**src/idrc_map.svh**
```systemverilog
// offsets, field positions, reset values and timing counts of the dma and refresh block
`ifndef IDRC_MAP_SVH
`define IDRC_MAP_SVH

`define IDRC_REQ_OFS 12'h000
`define IDRC_MASK_OFS 12'h004
`define IDRC_FAST_OFS 12'h008
`define IDRC_STAT_OFS 12'h00C
`define IDRC_HIPAGE_OFS 12'h010
`define IDRC_CH_BASE 5'h02
`define IDRC_CH_ADDR 2'h0
`define IDRC_CH_CNT 2'h1
`define IDRC_CH_PAGE 2'h2
`define IDRC_CH_MODE 2'h3

`define IDRC_MODE_XFER 1:0
`define IDRC_MODE_AUTO 2
`define IDRC_MODE_DEC 3
`define IDRC_MODE_SEL 5:4
`define IDRC_MODE_RST 6'h00
`define IDRC_MODE_CASC_RST 6'h30
`define IDRC_MASK_RST 8'hFF
`define IDRC_CASC_CH 3'h4
`define IDRC_CASC_BIT 8'h10
`define IDRC_REF_QMAX 3'h4
`define IDRC_FAST_BUF_BYTES 3'h4

`define IDRC_CLK_NS 100
`define IDRC_COMPAT_STROBE_NS 400

`define IDRC_RESP_OKAY 2'h0
`define IDRC_RESP_SLVERR 2'h2

`endif

```
**src/idrc_pad.sv**
```systemverilog
// unused
`timescale 1ns/1ps

```
**src/idrc_pkg.sv**
```systemverilog
// types of the dma and refresh block
`default_nettype none
package idrc_pkg;
	typedef enum logic [3:0] {
		ST_IDLE, ST_HOLD, ST_ADDR, ST_STROBE, ST_END, ST_CASCADE,
		ST_REF_ADDR, ST_REF_STROBE, ST_REF_END
	} idrc_state_t;
	typedef enum logic [1:0] {XFER_VERIFY, XFER_WRITE, XFER_READ, XFER_ILLEGAL} idrc_xfer_t;
	typedef enum logic [1:0] {MODE_DEMAND, MODE_SINGLE, MODE_BLOCK, MODE_CASCADE} idrc_mode_t;
endpackage
`default_nettype wire

```
**src/idrc_top.sv**
```systemverilog
// seven-channel isa dma engine with refresh generation and axi4-lite registers
`timescale 1ns/1ps
`include "idrc_map.svh"
`default_nettype none

module idrc_top #(
	parameter int COMPAT_STROBE_NS = `IDRC_COMPAT_STROBE_NS
) (
	input wire logic clk_sys_i,
	input wire logic rst_n_i,
	input wire logic ce_i,
	input wire logic [11:0] s_axi_awaddr_i,
	input wire logic s_axi_awvalid_i,
	output logic s_axi_awready_o,
	input wire logic [31:0] s_axi_wdata_i,
	input wire logic [3:0] s_axi_wstrb_i,
	input wire logic s_axi_wvalid_i,
	output logic s_axi_wready_o,
	output logic [1:0] s_axi_bresp_o,
	output logic s_axi_bvalid_o,
	input wire logic s_axi_bready_i,
	input wire logic [11:0] s_axi_araddr_i,
	input wire logic s_axi_arvalid_i,
	output logic s_axi_arready_o,
	output logic [31:0] s_axi_rdata_o,
	output logic [1:0] s_axi_rresp_o,
	output logic s_axi_rvalid_o,
	input wire logic s_axi_rready_i,
	input wire logic [7:0] dreq_i,
	output logic [7:0] dack_n_o,
	output logic dack_oe_n_o,
	output logic aen_o,
	output logic aen_oe_n_o,
	output logic bale_o,
	input wire logic tc_i,
	output logic tc_o,
	output logic tc_oe_n_o,
	output logic [23:0] isa_addr_o,
	output logic isa_addr_oe_n_o,
	output logic memr_n_o,
	output logic memw_n_o,
	output logic smemr_n_o,
	output logic smemw_n_o,
	output logic ior_n_o,
	output logic iow_n_o,
	input wire logic refresh_n_i,
	output logic refresh_n_o,
	output logic refresh_oe_n_o,
	input wire logic chrdy_i,
	input wire logic refresh_tick_i,
	input wire logic pci_abort_i,
	input wire logic pci_hold_acknowledge_n_i,
	output logic pci_hold_request_n_o,
	output logic isa_stall_o,
	output logic buf_flush_o,
	output logic io0_forward_o
);
	import idrc_pkg::*;

	localparam int STROBE_CYC_I = (COMPAT_STROBE_NS + `IDRC_CLK_NS - 1) / `IDRC_CLK_NS;
	localparam logic [3:0] STROBE_CYC = (STROBE_CYC_I < 1) ? 4'h1 : 4'(STROBE_CYC_I);

	logic [15:0] base_addr [8];
	logic [15:0] cur_addr [8];
	logic [15:0] base_cnt [8];
	logic [15:0] cur_cnt [8];
	logic [7:0] page [8];
	logic [5:0] mode [8];
	logic [7:0] sw_req, mask, tc_flag, fast_sel, hi_page;
	logic abort_flag;
	idrc_state_t state;
	logic [2:0] ch;
	logic [3:0] strobe_cnt;
	logic [2:0] ref_q;
	logic [7:0] ref_addr;
	logic ref_master, ext_mode, strap_done;
	logic [1:0] strap_wait;
	logic [2:0] buf_cnt;
	logic [7:0] dreq_s1, dreq_s2;
	logic hlda_s1, hlda_s2, refr_s1, refr_s2, rdy_s1, rdy_s2, tc_s1, tc_s2;
	logic [11:0] aw_addr;
	logic [31:0] w_data;
	logic [3:0] w_strb;
	logic [31:0] rd_data;
	logic rd_ok, wr_ok, do_write;

	// lowest pending channel wins, as the classic fixed priority
	function automatic logic [3:0] pick(input logic [7:0] p);
		logic [3:0] r;
		r = 4'h0;
		for (int i = 7; i >= 0; i--) begin
			if (p[i]) begin
				r = {1'b1, 3'(i)};
			end
		end
		return r;
	endfunction

	function automatic logic is_fast(input logic [7:0] sel, input logic [2:0] c);
		return (sel[3] && sel[2:0] == c) || (sel[7] && sel[6:4] == c);
	endfunction

	function automatic logic [23:0] dma_addr(input logic [2:0] c, input logic [7:0] pg,
			input logic [15:0] a);
		return c[2] ? {pg[7:1], a, 1'b0} : {pg, a};
	endfunction

	// two-flop synchronisers for the dreq, hold acknowledge, refresh, chrdy and tc inputs
	always_ff @(posedge clk_sys_i) begin
		if (!rst_n_i) begin
			dreq_s1 <= 8'h00;
			dreq_s2 <= 8'h00;
			{hlda_s1, hlda_s2, refr_s1, refr_s2} <= 4'hF;
			{rdy_s1, rdy_s2, tc_s1, tc_s2} <= 4'hC;
		end else if (ce_i) begin
			dreq_s1 <= dreq_i;
			dreq_s2 <= dreq_s1;
			hlda_s1 <= pci_hold_acknowledge_n_i;
			hlda_s2 <= hlda_s1;
			refr_s1 <= refresh_n_i;
			refr_s2 <= refr_s1;
			rdy_s1 <= chrdy_i;
			rdy_s2 <= rdy_s1;
			tc_s1 <= tc_i;
			tc_s2 <= tc_s1;
		end
	end

	logic [7:0] pend;
	logic [3:0] picked;
	logic fast, last, adv;
	idrc_mode_t cmode;
	idrc_xfer_t cxfer;
	logic [23:0] cur_dma;
	assign pend = (dreq_s2 | sw_req) & ~mask & ~`IDRC_CASC_BIT;
	assign picked = pick(pend);
	assign fast = is_fast(fast_sel, ch);
	assign cmode = idrc_mode_t'(mode[ch][`IDRC_MODE_SEL]);
	assign cxfer = idrc_xfer_t'(mode[ch][`IDRC_MODE_XFER]);
	assign last = cur_cnt[ch] == 16'h0000;
	assign adv = ce_i && state == ST_END;
	assign cur_dma = dma_addr(ch, page[ch], cur_addr[ch]);

	// strap waits until the synchroniser has filled; its reset value is no strap
	always_ff @(posedge clk_sys_i) begin
		if (!rst_n_i) begin
			ext_mode <= 1'b0;
			strap_done <= 1'b0;
			strap_wait <= 2'h0;
		end else if (ce_i && !strap_done) begin
			if (strap_wait == 2'h2) begin
				ext_mode <= tc_s2;
				strap_done <= 1'b1;
			end else begin
				strap_wait <= strap_wait + 2'h1;
			end
		end
	end

	// transfer and refresh sequencer
	always_ff @(posedge clk_sys_i) begin
		if (!rst_n_i) begin
			state <= ST_IDLE;
			ch <= 3'h0;
			strobe_cnt <= 4'h0;
			ref_master <= 1'b0;
		end else if (ce_i) begin
			unique case (state)
				ST_IDLE: begin
					if (ref_q != 3'h0) begin
						state <= ST_REF_ADDR;
						ref_master <= 1'b0;
					end else if (picked[3] && hlda_s2) begin
						// a stale grant from the last hold must drain first
						state <= ST_HOLD;
						ch <= picked[2:0];
					end
				end
				ST_HOLD: begin
					if (!hlda_s2) begin
						state <= (cmode == MODE_CASCADE) ? ST_CASCADE : ST_ADDR;
					end else if (!pend[ch] && cmode != MODE_CASCADE) begin
						state <= ST_IDLE;
					end
				end
				ST_ADDR: begin
					strobe_cnt <= fast ? 4'h1 : STROBE_CYC;
					state <= ST_STROBE;
				end
				ST_STROBE: begin
					if (strobe_cnt > 4'h1) begin
						strobe_cnt <= strobe_cnt - 4'h1;
					end else if (fast || rdy_s2) begin
						state <= ST_END;
					end
				end
				ST_END: begin
					if (last || cmode == MODE_SINGLE) begin
						state <= ST_IDLE;
					end else if (cmode == MODE_BLOCK) begin
						state <= ST_ADDR;
					end else begin
						state <= (pend[ch] && ref_q == 3'h0) ? ST_ADDR : ST_IDLE;
					end
				end
				ST_CASCADE: begin
					if (!refr_s2) begin
						state <= ST_REF_ADDR;
						ref_master <= 1'b1;
					end else if (!dreq_s2[ch]) begin
						state <= ST_IDLE;
					end
				end
				ST_REF_ADDR: begin
					strobe_cnt <= STROBE_CYC;
					state <= ST_REF_STROBE;
				end
				ST_REF_STROBE: begin
					if (strobe_cnt > 4'h1) begin
						strobe_cnt <= strobe_cnt - 4'h1;
					end else if (rdy_s2) begin
						state <= ST_REF_END;
					end
				end
				ST_REF_END: begin
					if (!ref_master) begin
						state <= ST_IDLE;
					end else if (refr_s2) begin
						state <= ST_CASCADE;
					end
				end
				default: state <= ST_IDLE;
			endcase
		end
	end

	// refresh queue: a tick in the same cycle as a completion is kept unless the queue already holds four
	logic ref_inc, ref_dec;
	assign ref_inc = refresh_tick_i && ref_q < `IDRC_REF_QMAX;
	assign ref_dec = state == ST_REF_END && !ref_master;
	always_ff @(posedge clk_sys_i) begin
		if (!rst_n_i) begin
			ref_q <= 3'h0;
			ref_addr <= 8'h00;
		end else if (ce_i) begin
			ref_q <= ref_q + {2'h0, ref_inc} - {2'h0, ref_dec};
			if (state == ST_REF_END && (!ref_master || refr_s2)) begin
				ref_addr <= ref_addr + 8'h01;
			end
		end
	end

	// fast transfers collect in the four-byte buffer before the pci side moves them
	always_ff @(posedge clk_sys_i) begin
		if (!rst_n_i) begin
			buf_cnt <= 3'h0;
			buf_flush_o <= 1'b0;
		end else if (ce_i) begin
			buf_flush_o <= 1'b0;
			if (adv && fast) begin
				if (buf_cnt + (ch[2] ? 3'h2 : 3'h1) >= `IDRC_FAST_BUF_BYTES || last) begin
					buf_cnt <= 3'h0;
					buf_flush_o <= 1'b1;
				end else begin
					buf_cnt <= buf_cnt + (ch[2] ? 3'h2 : 3'h1);
				end
			end
		end
	end

	// pin drive, registered from the sequencer state
	logic xfer_on, ref_on, strb, below16, below1, own_ref;
	assign xfer_on = state == ST_ADDR || state == ST_STROBE || state == ST_END;
	assign ref_on = state == ST_REF_ADDR || state == ST_REF_STROBE || state == ST_REF_END;
	assign own_ref = ref_on && !ref_master;
	assign strb = state == ST_STROBE || state == ST_REF_STROBE;
	assign below16 = hi_page == 8'h00;
	assign below1 = below16 && cur_dma[23:20] == 4'h0;
	always_ff @(posedge clk_sys_i) begin
		if (!rst_n_i) begin
			dack_n_o <= 8'hFF;
			{aen_o, bale_o, tc_o} <= 3'h0;
			{dack_oe_n_o, aen_oe_n_o, tc_oe_n_o, isa_addr_oe_n_o} <= 4'hF;
			isa_addr_o <= 24'h00_0000;
			{memr_n_o, memw_n_o, smemr_n_o, smemw_n_o, ior_n_o, iow_n_o} <= 6'h3F;
			{refresh_n_o, refresh_oe_n_o, pci_hold_request_n_o} <= 3'h7;
			{isa_stall_o, io0_forward_o} <= 2'h0;
		end else if (ce_i) begin
			dack_n_o <= (xfer_on || state == ST_CASCADE || (ref_on && ref_master)) ?
				~(8'h01 << ch) : 8'hFF;
			aen_o <= xfer_on || own_ref;
			bale_o <= xfer_on || ref_on;
			tc_o <= state == ST_END && last;
			dack_oe_n_o <= ext_mode || !strap_done;
			aen_oe_n_o <= ext_mode || !strap_done;
			tc_oe_n_o <= ext_mode || !strap_done;
			isa_addr_o <= ref_on ? {16'h0000, ref_addr} : cur_dma;
			isa_addr_oe_n_o <= !(xfer_on || ref_on);
			memr_n_o <= !(strb && (ref_on || (xfer_on && cxfer == XFER_READ && below16)));
			smemr_n_o <= !(strb && (own_ref || (xfer_on && cxfer == XFER_READ && below1)));
			memw_n_o <= !(strb && xfer_on && cxfer == XFER_WRITE && below16);
			smemw_n_o <= !(strb && xfer_on && cxfer == XFER_WRITE && below1);
			ior_n_o <= !(strb && xfer_on && cxfer == XFER_WRITE);
			iow_n_o <= !(strb && xfer_on && cxfer == XFER_READ);
			refresh_n_o <= !own_ref;
			refresh_oe_n_o <= !own_ref;
			pci_hold_request_n_o <= !(state == ST_HOLD || xfer_on || state == ST_CASCADE
				|| (ref_on && ref_master));
			isa_stall_o <= ref_on;
			io0_forward_o <= ext_mode;
		end
	end

	// axi4-lite write: address and data taken in either order, then the response
	always_ff @(posedge clk_sys_i) begin
		if (!rst_n_i) begin
			s_axi_awready_o <= 1'b1;
			s_axi_wready_o <= 1'b1;
			s_axi_bvalid_o <= 1'b0;
			s_axi_bresp_o <= `IDRC_RESP_OKAY;
			aw_addr <= 12'h000;
			w_data <= 32'h0000_0000;
			w_strb <= 4'h0;
		end else if (ce_i) begin
			if (s_axi_awvalid_i && s_axi_awready_o) begin
				aw_addr <= s_axi_awaddr_i;
				s_axi_awready_o <= 1'b0;
			end
			if (s_axi_wvalid_i && s_axi_wready_o) begin
				w_data <= s_axi_wdata_i;
				w_strb <= s_axi_wstrb_i;
				s_axi_wready_o <= 1'b0;
			end
			if (do_write) begin
				s_axi_bvalid_o <= 1'b1;
				s_axi_bresp_o <= wr_ok ? `IDRC_RESP_OKAY : `IDRC_RESP_SLVERR;
			end
			if (s_axi_bvalid_o && s_axi_bready_i) begin
				s_axi_bvalid_o <= 1'b0;
				s_axi_awready_o <= 1'b1;
				s_axi_wready_o <= 1'b1;
			end
		end
	end
	assign do_write = !s_axi_awready_o && !s_axi_wready_o && !s_axi_bvalid_o;

	logic ch_hit;
	logic [2:0] wch;
	logic [1:0] wfld;
	assign ch_hit = aw_addr[11:7] == `IDRC_CH_BASE;
	assign wch = aw_addr[6:4];
	assign wfld = aw_addr[3:2];
	assign wr_ok = ch_hit || aw_addr == `IDRC_REQ_OFS || aw_addr == `IDRC_MASK_OFS
		|| aw_addr == `IDRC_FAST_OFS || aw_addr == `IDRC_STAT_OFS
		|| aw_addr == `IDRC_HIPAGE_OFS;

	// software writes and engine updates share one process; the engine's set wins
	always_ff @(posedge clk_sys_i) begin
		if (!rst_n_i) begin
			for (int i = 0; i < 8; i++) begin
				base_addr[i] <= 16'h0000;
				cur_addr[i] <= 16'h0000;
				base_cnt[i] <= 16'h0000;
				cur_cnt[i] <= 16'h0000;
				page[i] <= 8'h00;
				mode[i] <= (i == 4) ? `IDRC_MODE_CASC_RST : `IDRC_MODE_RST;
			end
			sw_req <= 8'h00;
			mask <= `IDRC_MASK_RST;
			tc_flag <= 8'h00;
			fast_sel <= 8'h00;
			hi_page <= 8'h00;
			abort_flag <= 1'b0;
		end else if (ce_i) begin
			if (do_write && w_strb[0]) begin
				if (ch_hit && wfld == `IDRC_CH_ADDR) begin
					base_addr[wch] <= w_data[15:0];
					cur_addr[wch] <= w_data[15:0];
				end
				if (ch_hit && wfld == `IDRC_CH_CNT) begin
					base_cnt[wch] <= w_data[15:0];
					cur_cnt[wch] <= w_data[15:0];
				end
				if (ch_hit && wfld == `IDRC_CH_PAGE) begin
					page[wch] <= w_data[7:0];
				end
				if (ch_hit && wfld == `IDRC_CH_MODE) begin
					mode[wch] <= w_data[5:0];
				end
				if (aw_addr == `IDRC_REQ_OFS) begin
					sw_req <= sw_req | w_data[7:0];
				end
				if (aw_addr == `IDRC_MASK_OFS) begin
					mask <= w_data[7:0];
				end
				if (aw_addr == `IDRC_FAST_OFS) begin
					fast_sel <= w_data[7:0];
				end
				if (aw_addr == `IDRC_STAT_OFS) begin
					tc_flag <= tc_flag & ~w_data[7:0];
					abort_flag <= abort_flag && !w_data[20];
				end
				if (aw_addr == `IDRC_HIPAGE_OFS) begin
					hi_page <= w_data[7:0];
				end
			end
			// isa data is not refetched after an abort; the flag only reports it
			if (pci_abort_i && xfer_on) begin
				abort_flag <= 1'b1;
			end
			if (adv) begin
				if (mode[ch][`IDRC_MODE_DEC]) begin
					cur_addr[ch] <= cur_addr[ch] - 16'h0001;
				end else begin
					cur_addr[ch] <= cur_addr[ch] + 16'h0001;
				end
				cur_cnt[ch] <= cur_cnt[ch] - 16'h0001;
				if (last) begin
					tc_flag[ch] <= 1'b1;
					sw_req[ch] <= 1'b0;
					if (mode[ch][`IDRC_MODE_AUTO]) begin
						cur_addr[ch] <= base_addr[ch];
						cur_cnt[ch] <= base_cnt[ch];
					end else begin
						mask[ch] <= 1'b1;
					end
				end
			end
		end
	end

	// axi4-lite read: one answer per request, unmapped words answer slverr
	always_comb begin
		rd_ok = 1'b1;
		rd_data = 32'h0000_0000;
		if (s_axi_araddr_i[11:7] == `IDRC_CH_BASE) begin
			unique case (s_axi_araddr_i[3:2])
				`IDRC_CH_ADDR: rd_data = {16'h0000, cur_addr[s_axi_araddr_i[6:4]]};
				`IDRC_CH_CNT: rd_data = {16'h0000, cur_cnt[s_axi_araddr_i[6:4]]};
				`IDRC_CH_PAGE: rd_data = {24'h00_0000, page[s_axi_araddr_i[6:4]]};
				`IDRC_CH_MODE: rd_data = {26'h000_0000, mode[s_axi_araddr_i[6:4]]};
			endcase
		end else if (s_axi_araddr_i == `IDRC_REQ_OFS) begin
			rd_data = {24'h00_0000, sw_req};
		end else if (s_axi_araddr_i == `IDRC_MASK_OFS) begin
			rd_data = {24'h00_0000, mask};
		end else if (s_axi_araddr_i == `IDRC_FAST_OFS) begin
			rd_data = {24'h00_0000, fast_sel};
		end else if (s_axi_araddr_i == `IDRC_STAT_OFS) begin
			rd_data = {8'h00, 2'h0, ext_mode, abort_flag, state != ST_IDLE, ref_q, dreq_s2,
				tc_flag};
		end else if (s_axi_araddr_i == `IDRC_HIPAGE_OFS) begin
			rd_data = {24'h00_0000, hi_page};
		end else begin
			rd_ok = 1'b0;
		end
	end

	always_ff @(posedge clk_sys_i) begin
		if (!rst_n_i) begin
			s_axi_arready_o <= 1'b1;
			s_axi_rvalid_o <= 1'b0;
			s_axi_rdata_o <= 32'h0000_0000;
			s_axi_rresp_o <= `IDRC_RESP_OKAY;
		end else if (ce_i) begin
			if (s_axi_arvalid_i && s_axi_arready_o) begin
				s_axi_arready_o <= 1'b0;
				s_axi_rvalid_o <= 1'b1;
				s_axi_rdata_o <= rd_data;
				s_axi_rresp_o <= rd_ok ? `IDRC_RESP_OKAY : `IDRC_RESP_SLVERR;
			end else if (s_axi_rvalid_o && s_axi_rready_i) begin
				s_axi_rvalid_o <= 1'b0;
				s_axi_arready_o <= 1'b1;
			end
		end
	end
endmodule
`default_nettype wire

```
**config.mk**
```make
export PLATFORM = sky130hd
export DESIGN_NAME = idrc_top
export DESIGN_NICKNAME = d
export VERILOG_FILES = /design/src/idrc_pad.sv /design/src/idrc_pkg.sv /design/src/idrc_top.sv
export VERILOG_INCLUDE_DIRS = /design/src
export SDC_FILE = /design/constraint.sdc
export NUM_CORES = 2
export LEC_CHECK = 0
export ABC_AREA = 1
export BUFFER_PORTS_ARGS = -buffer_cell sky130_fd_sc_hd__buf_2
export CAP_MARGIN = 15
export CORE_UTILIZATION = 40
export DETAILED_ROUTE_END_ITERATION = 6
export PLACE_DENSITY_LB_ADDON = 0.25
export SETUP_SLACK_MARGIN = 0.05
export SLEW_MARGIN = 20
export SYNTH_ARGS = -nofsm -noshare
export SYNTH_HDL_FRONTEND = slang
export SYNTH_SLANG_ARGS = --single-unit
```
**constraint.sdc**
```tcl
create_clock -name clk_sys_i -period 4.75 [get_ports clk_sys_i]
set_clock_uncertainty 0.1 [all_clocks]
set_input_delay 0.7125 -clock clk_sys_i [delete_from_list [all_inputs] [get_ports clk_sys_i]]
set_output_delay 0.7125 -clock clk_sys_i [all_outputs]
set_load 0.03 [all_outputs]
```
==> flow_metrics.tcl <==
set metrics [dict create \
    post-place-ws_ns 0.4819 \
    antenna_found_initial 4 \
    cts_resized 0 \
    slew_headroom_pct 29.52 \
    synth_cell_types 61 \
    critPathLaunchType "register" \
    root_buffer "clkbuf_16" \
    cts_tree "yes" \
    status "complete, no violations" \
    power_density_nw_per_um2 372.6 \
    hold_violations 0 \
    critPathMaxStageDelay_ns 0.75 \
    synth_ff_type "edfxtp_1" \
    ys_async_sr_fraction_pct 0 \
    r2r_end "cur_addr[3][12]$_DFFE_PP_" \
    finalCritPeriodShare_pct 86.52 \
    ys_seq_area_share_pct 51.77 \
    synth_edf_count 624 \
    drv_slew 0 \
    synthMuxAreaShare_pct 0 \
    die_w_um 334.1 \
    place.gp.congestion 0.9592 \
    holdPathEnd "hlda_s1$_SDFFE_PN1P_" \
    crit_path_end_kind "register" \
    start_util_pct 40.42 \
    fill_cells 10720 \
    setup_tns_ns 0 \
    nNetsFinal 5461 \
    crit_type "register to register" \
    total_power_mw 18.37 \
    syn_area_per_cell_um2 8.286 \
    min_from "pci_hold_acknowledge_n_i" \
    top_layer_used "met5" \
    synth-xor-area-share_pct 0.4169 \
    grt_pass1_wl_um 247600 \
    cp_slowest_cell "a31oi_1" \
    reg2reg_slack_ns 0.64 \
    irDropWorstVdd_mv 0.3078 \
    synth_top_family_by_area "simple AND/OR/NAND/NOR gates" \
    synthCells 5325 \
    synth_fa_ha_area_share_pct 0.8451 \
    setup_violations 0 \
    cp_common_cell "nand2_1" \
    synthSimpleGateAreaFrac_pct 21.17 \
    first_iter_violations 5576 \
    synth_seq_cells 829 \
    postCtsSetupRepairBufs 0 \
    path_cells "buf_12, o21ai_0, o21ai_0, a21oi_1, a31oi_1, fa_1, nand3_1, nand2_1, a21oi_1, inv_1, a21o_1, nand2_1, nand2_1, xor2_1, nand2_2, nand3_1, nand2_1" \
    die_y_um 334.1 \
    clk_pin_slew_ns 0.06 \
    rsz0062_at_grt "false" \
    met2_length_um 75510 \
    fmaxAchievable_mhz 243.3 \
    wl_met3_um 18620 \
    tightest_slew_ns 1.056 \
    hp-class "input port to register" \
    ios 174 \
    drtPass1Iterations 6 \
    hpwlAfterDp_um 114200 \
    synth_warnings 0 \
    clock_sinks 829 \
    final_cell_mix "nand2_1, nor2_1, edfxtp_1" \
    via_count 40490 \
    wl_met1_um 67820 \
    clkLatencyLatePin_ns 0.68 \
    grt.total_usage_pct 29.85 \
    grt_max_degree 173 \
    wire_per_inst_um 24.81 \
    htreeDepth 3 \
    clockBufferDepth 3 \
    overflow 0 \
    worstHoldPathCells 3 \
    reg2regPathDepth 17 \
    drive_gt1_share_pct 10.66 \
    period_minus_slack_ns 4.110 \
    viasPerCell 5.867 \
    synth_compound_area_share_pct 17.61 \
    setup_ws_ns 0.6402 \
    hold_ws_ns 0.1513 \
    std_cell_rows 121 \
    drc 0 \
    critPathRequiredTime_ns 5.07 \
    dieArea_um2 111600 \
    critPathMaxFanout 31 \
    cts_inserted_buffers 90 \
    port_buffers 143 \
    grt_pass1_vias 37090 \
    p_leak_nw 19.40 \
    arrival_ns 4.43 \
    area_growth_pct 11.75 \
    syn_area_um2 44120 \
    ant_nets 0 \
    layout.cells.most_common "nand2_1" \
    cts_hold_buf 0 \
    totalWireLength_um 171300 \
    fp.coreArea_um2 109200 \
    cap_violations 0 \
]
power by group:
group | internal [mW] | switching (mW) | total, mW
Sequential | 8.04 | 0.154 | 8.20
Clock | 4.23 | 3.02 | 7.25
Combinational | 0.758 | 2.16 | 2.92
Total | 13.0 | 5.34 | 18.4
per-layer routing:
metal | track usage, % | vias up
li1 | - | 18230
met1 | 40.75 | 19180
met2 | 45.72 | 2539
met3 | 5.329 | 540
met4 | 14.32 | 4
met5 | 0 | -
stage by stage:
step                instance area (um^2)  utilization (%)  instances
global route                       49300            45.17       6901
CTS                                49300            45.17       6900
finish                             49310            45.17       6902
detailed placement                 46320            42.43       6735
floorplan                          44160                -       5336
global placement                   46310            42.43       6735
synthesized netlist by cell type (all sizes together) (2+ instances only):
master   count  area (um^2)
nor3b        2        20.02
o31ai        2        15.01
a221oi      57        499.2
dfxtp      205         4104
inv        435         1635
o211ai      93        698.2
a31oi       18        137.6
edfxtp     624        18740
clkbuf     247        927.1
nor2       712         2726
a21boi      11        82.58
buf        138        960.9
ha          25        312.8
o21ai      593         3095
nand4       38        262.8
o22ai        3        18.77
or2         41        256.5
clkinv      22        82.58
o21bai       5        37.54
o221ai      53        464.2
nor3        38        195.2
o21a         5        37.54
fa           3        60.06
nand3b       2        15.01
o2111ai     20        175.2
nor4         3        25.02
xor2        11        96.34
nand3      277         1446
a211oi      18        135.1
o32ai        2        17.52
xnor2       10        87.58
a21oi      454         2272
nand2     1145         4375
a221o        7        70.07
registers in the layout, indices dropped and copies added, names as in the netlist, 12 cells and up, named ones only:
signal,cells
base_addr,128
base_cnt,128
cur_addr,128
cur_cnt,128
page,64
mode,48
isa_addr_o,24
s_axi_rdata_o,22
w_data,17
aw_addr,12
final cells by class:
class	count	area [um^2]	area share (%)
sequential	829	22850	46.35
multi-input combinational	3665	17740	35.98
clock buffer	126	2592	5.258
timing repair buffer	308	2147	4.355
tap	1476	1847	3.746
inverter	457	1729	3.507
clock inverter	39	391.6	0.7943
antenna	2	5.005	0.01015
worst max-delay path, delay by kind of cell, from the launching register on:
kind                       cells  cell delay [ns]
AOI/OAI and AO/OA              6             1.35
DFF                            1             0.64
buffers and inverters          2             0.39
and+or+nand+nor                7             0.72
adders and majority gates      1             0.36
xor gates and xnor gates       1             0.27
how the worst max path moves through the flow:
stage | startpoint | to | slack, ns | cells past startpoint
global placement | rst_n_i | cur_addr[1][12]$_DFFE_PP_ | 0.50 | 16
detailed placement | rst_n_i | cur_addr[1][12]$_DFFE_PP_ | 0.48 | 16
floorplan | register | cur_addr[0][12]$_DFFE_PP_ | 1.01 | 22
finish | register | cur_addr[3][12]$_DFFE_PP_ | 0.64 | 17
global route | register | cur_addr[7][12]$_DFFE_PP_ | 0.39 | 17
CTS | state[2]$_SDFFE_PN0P_ | cur_addr[1][12]$_DFFE_PP_ | 0.66 | 19
logic make-up (layout without fill, tap and decap cells):
family | Yosys count | in the layout
AND/OR/NAND/NOR | 2261 | 2261
AO/OA/AOI/OAI | 1343 | 1343
buffers and inverters | 842 | 930
flip-flops | 829 | 829
adder cells (fa/ha/maj) | 28 | 28
XOR/XNOR | 21 | 21
other | 1 | 14
Power figures use the tool's default switching activity.
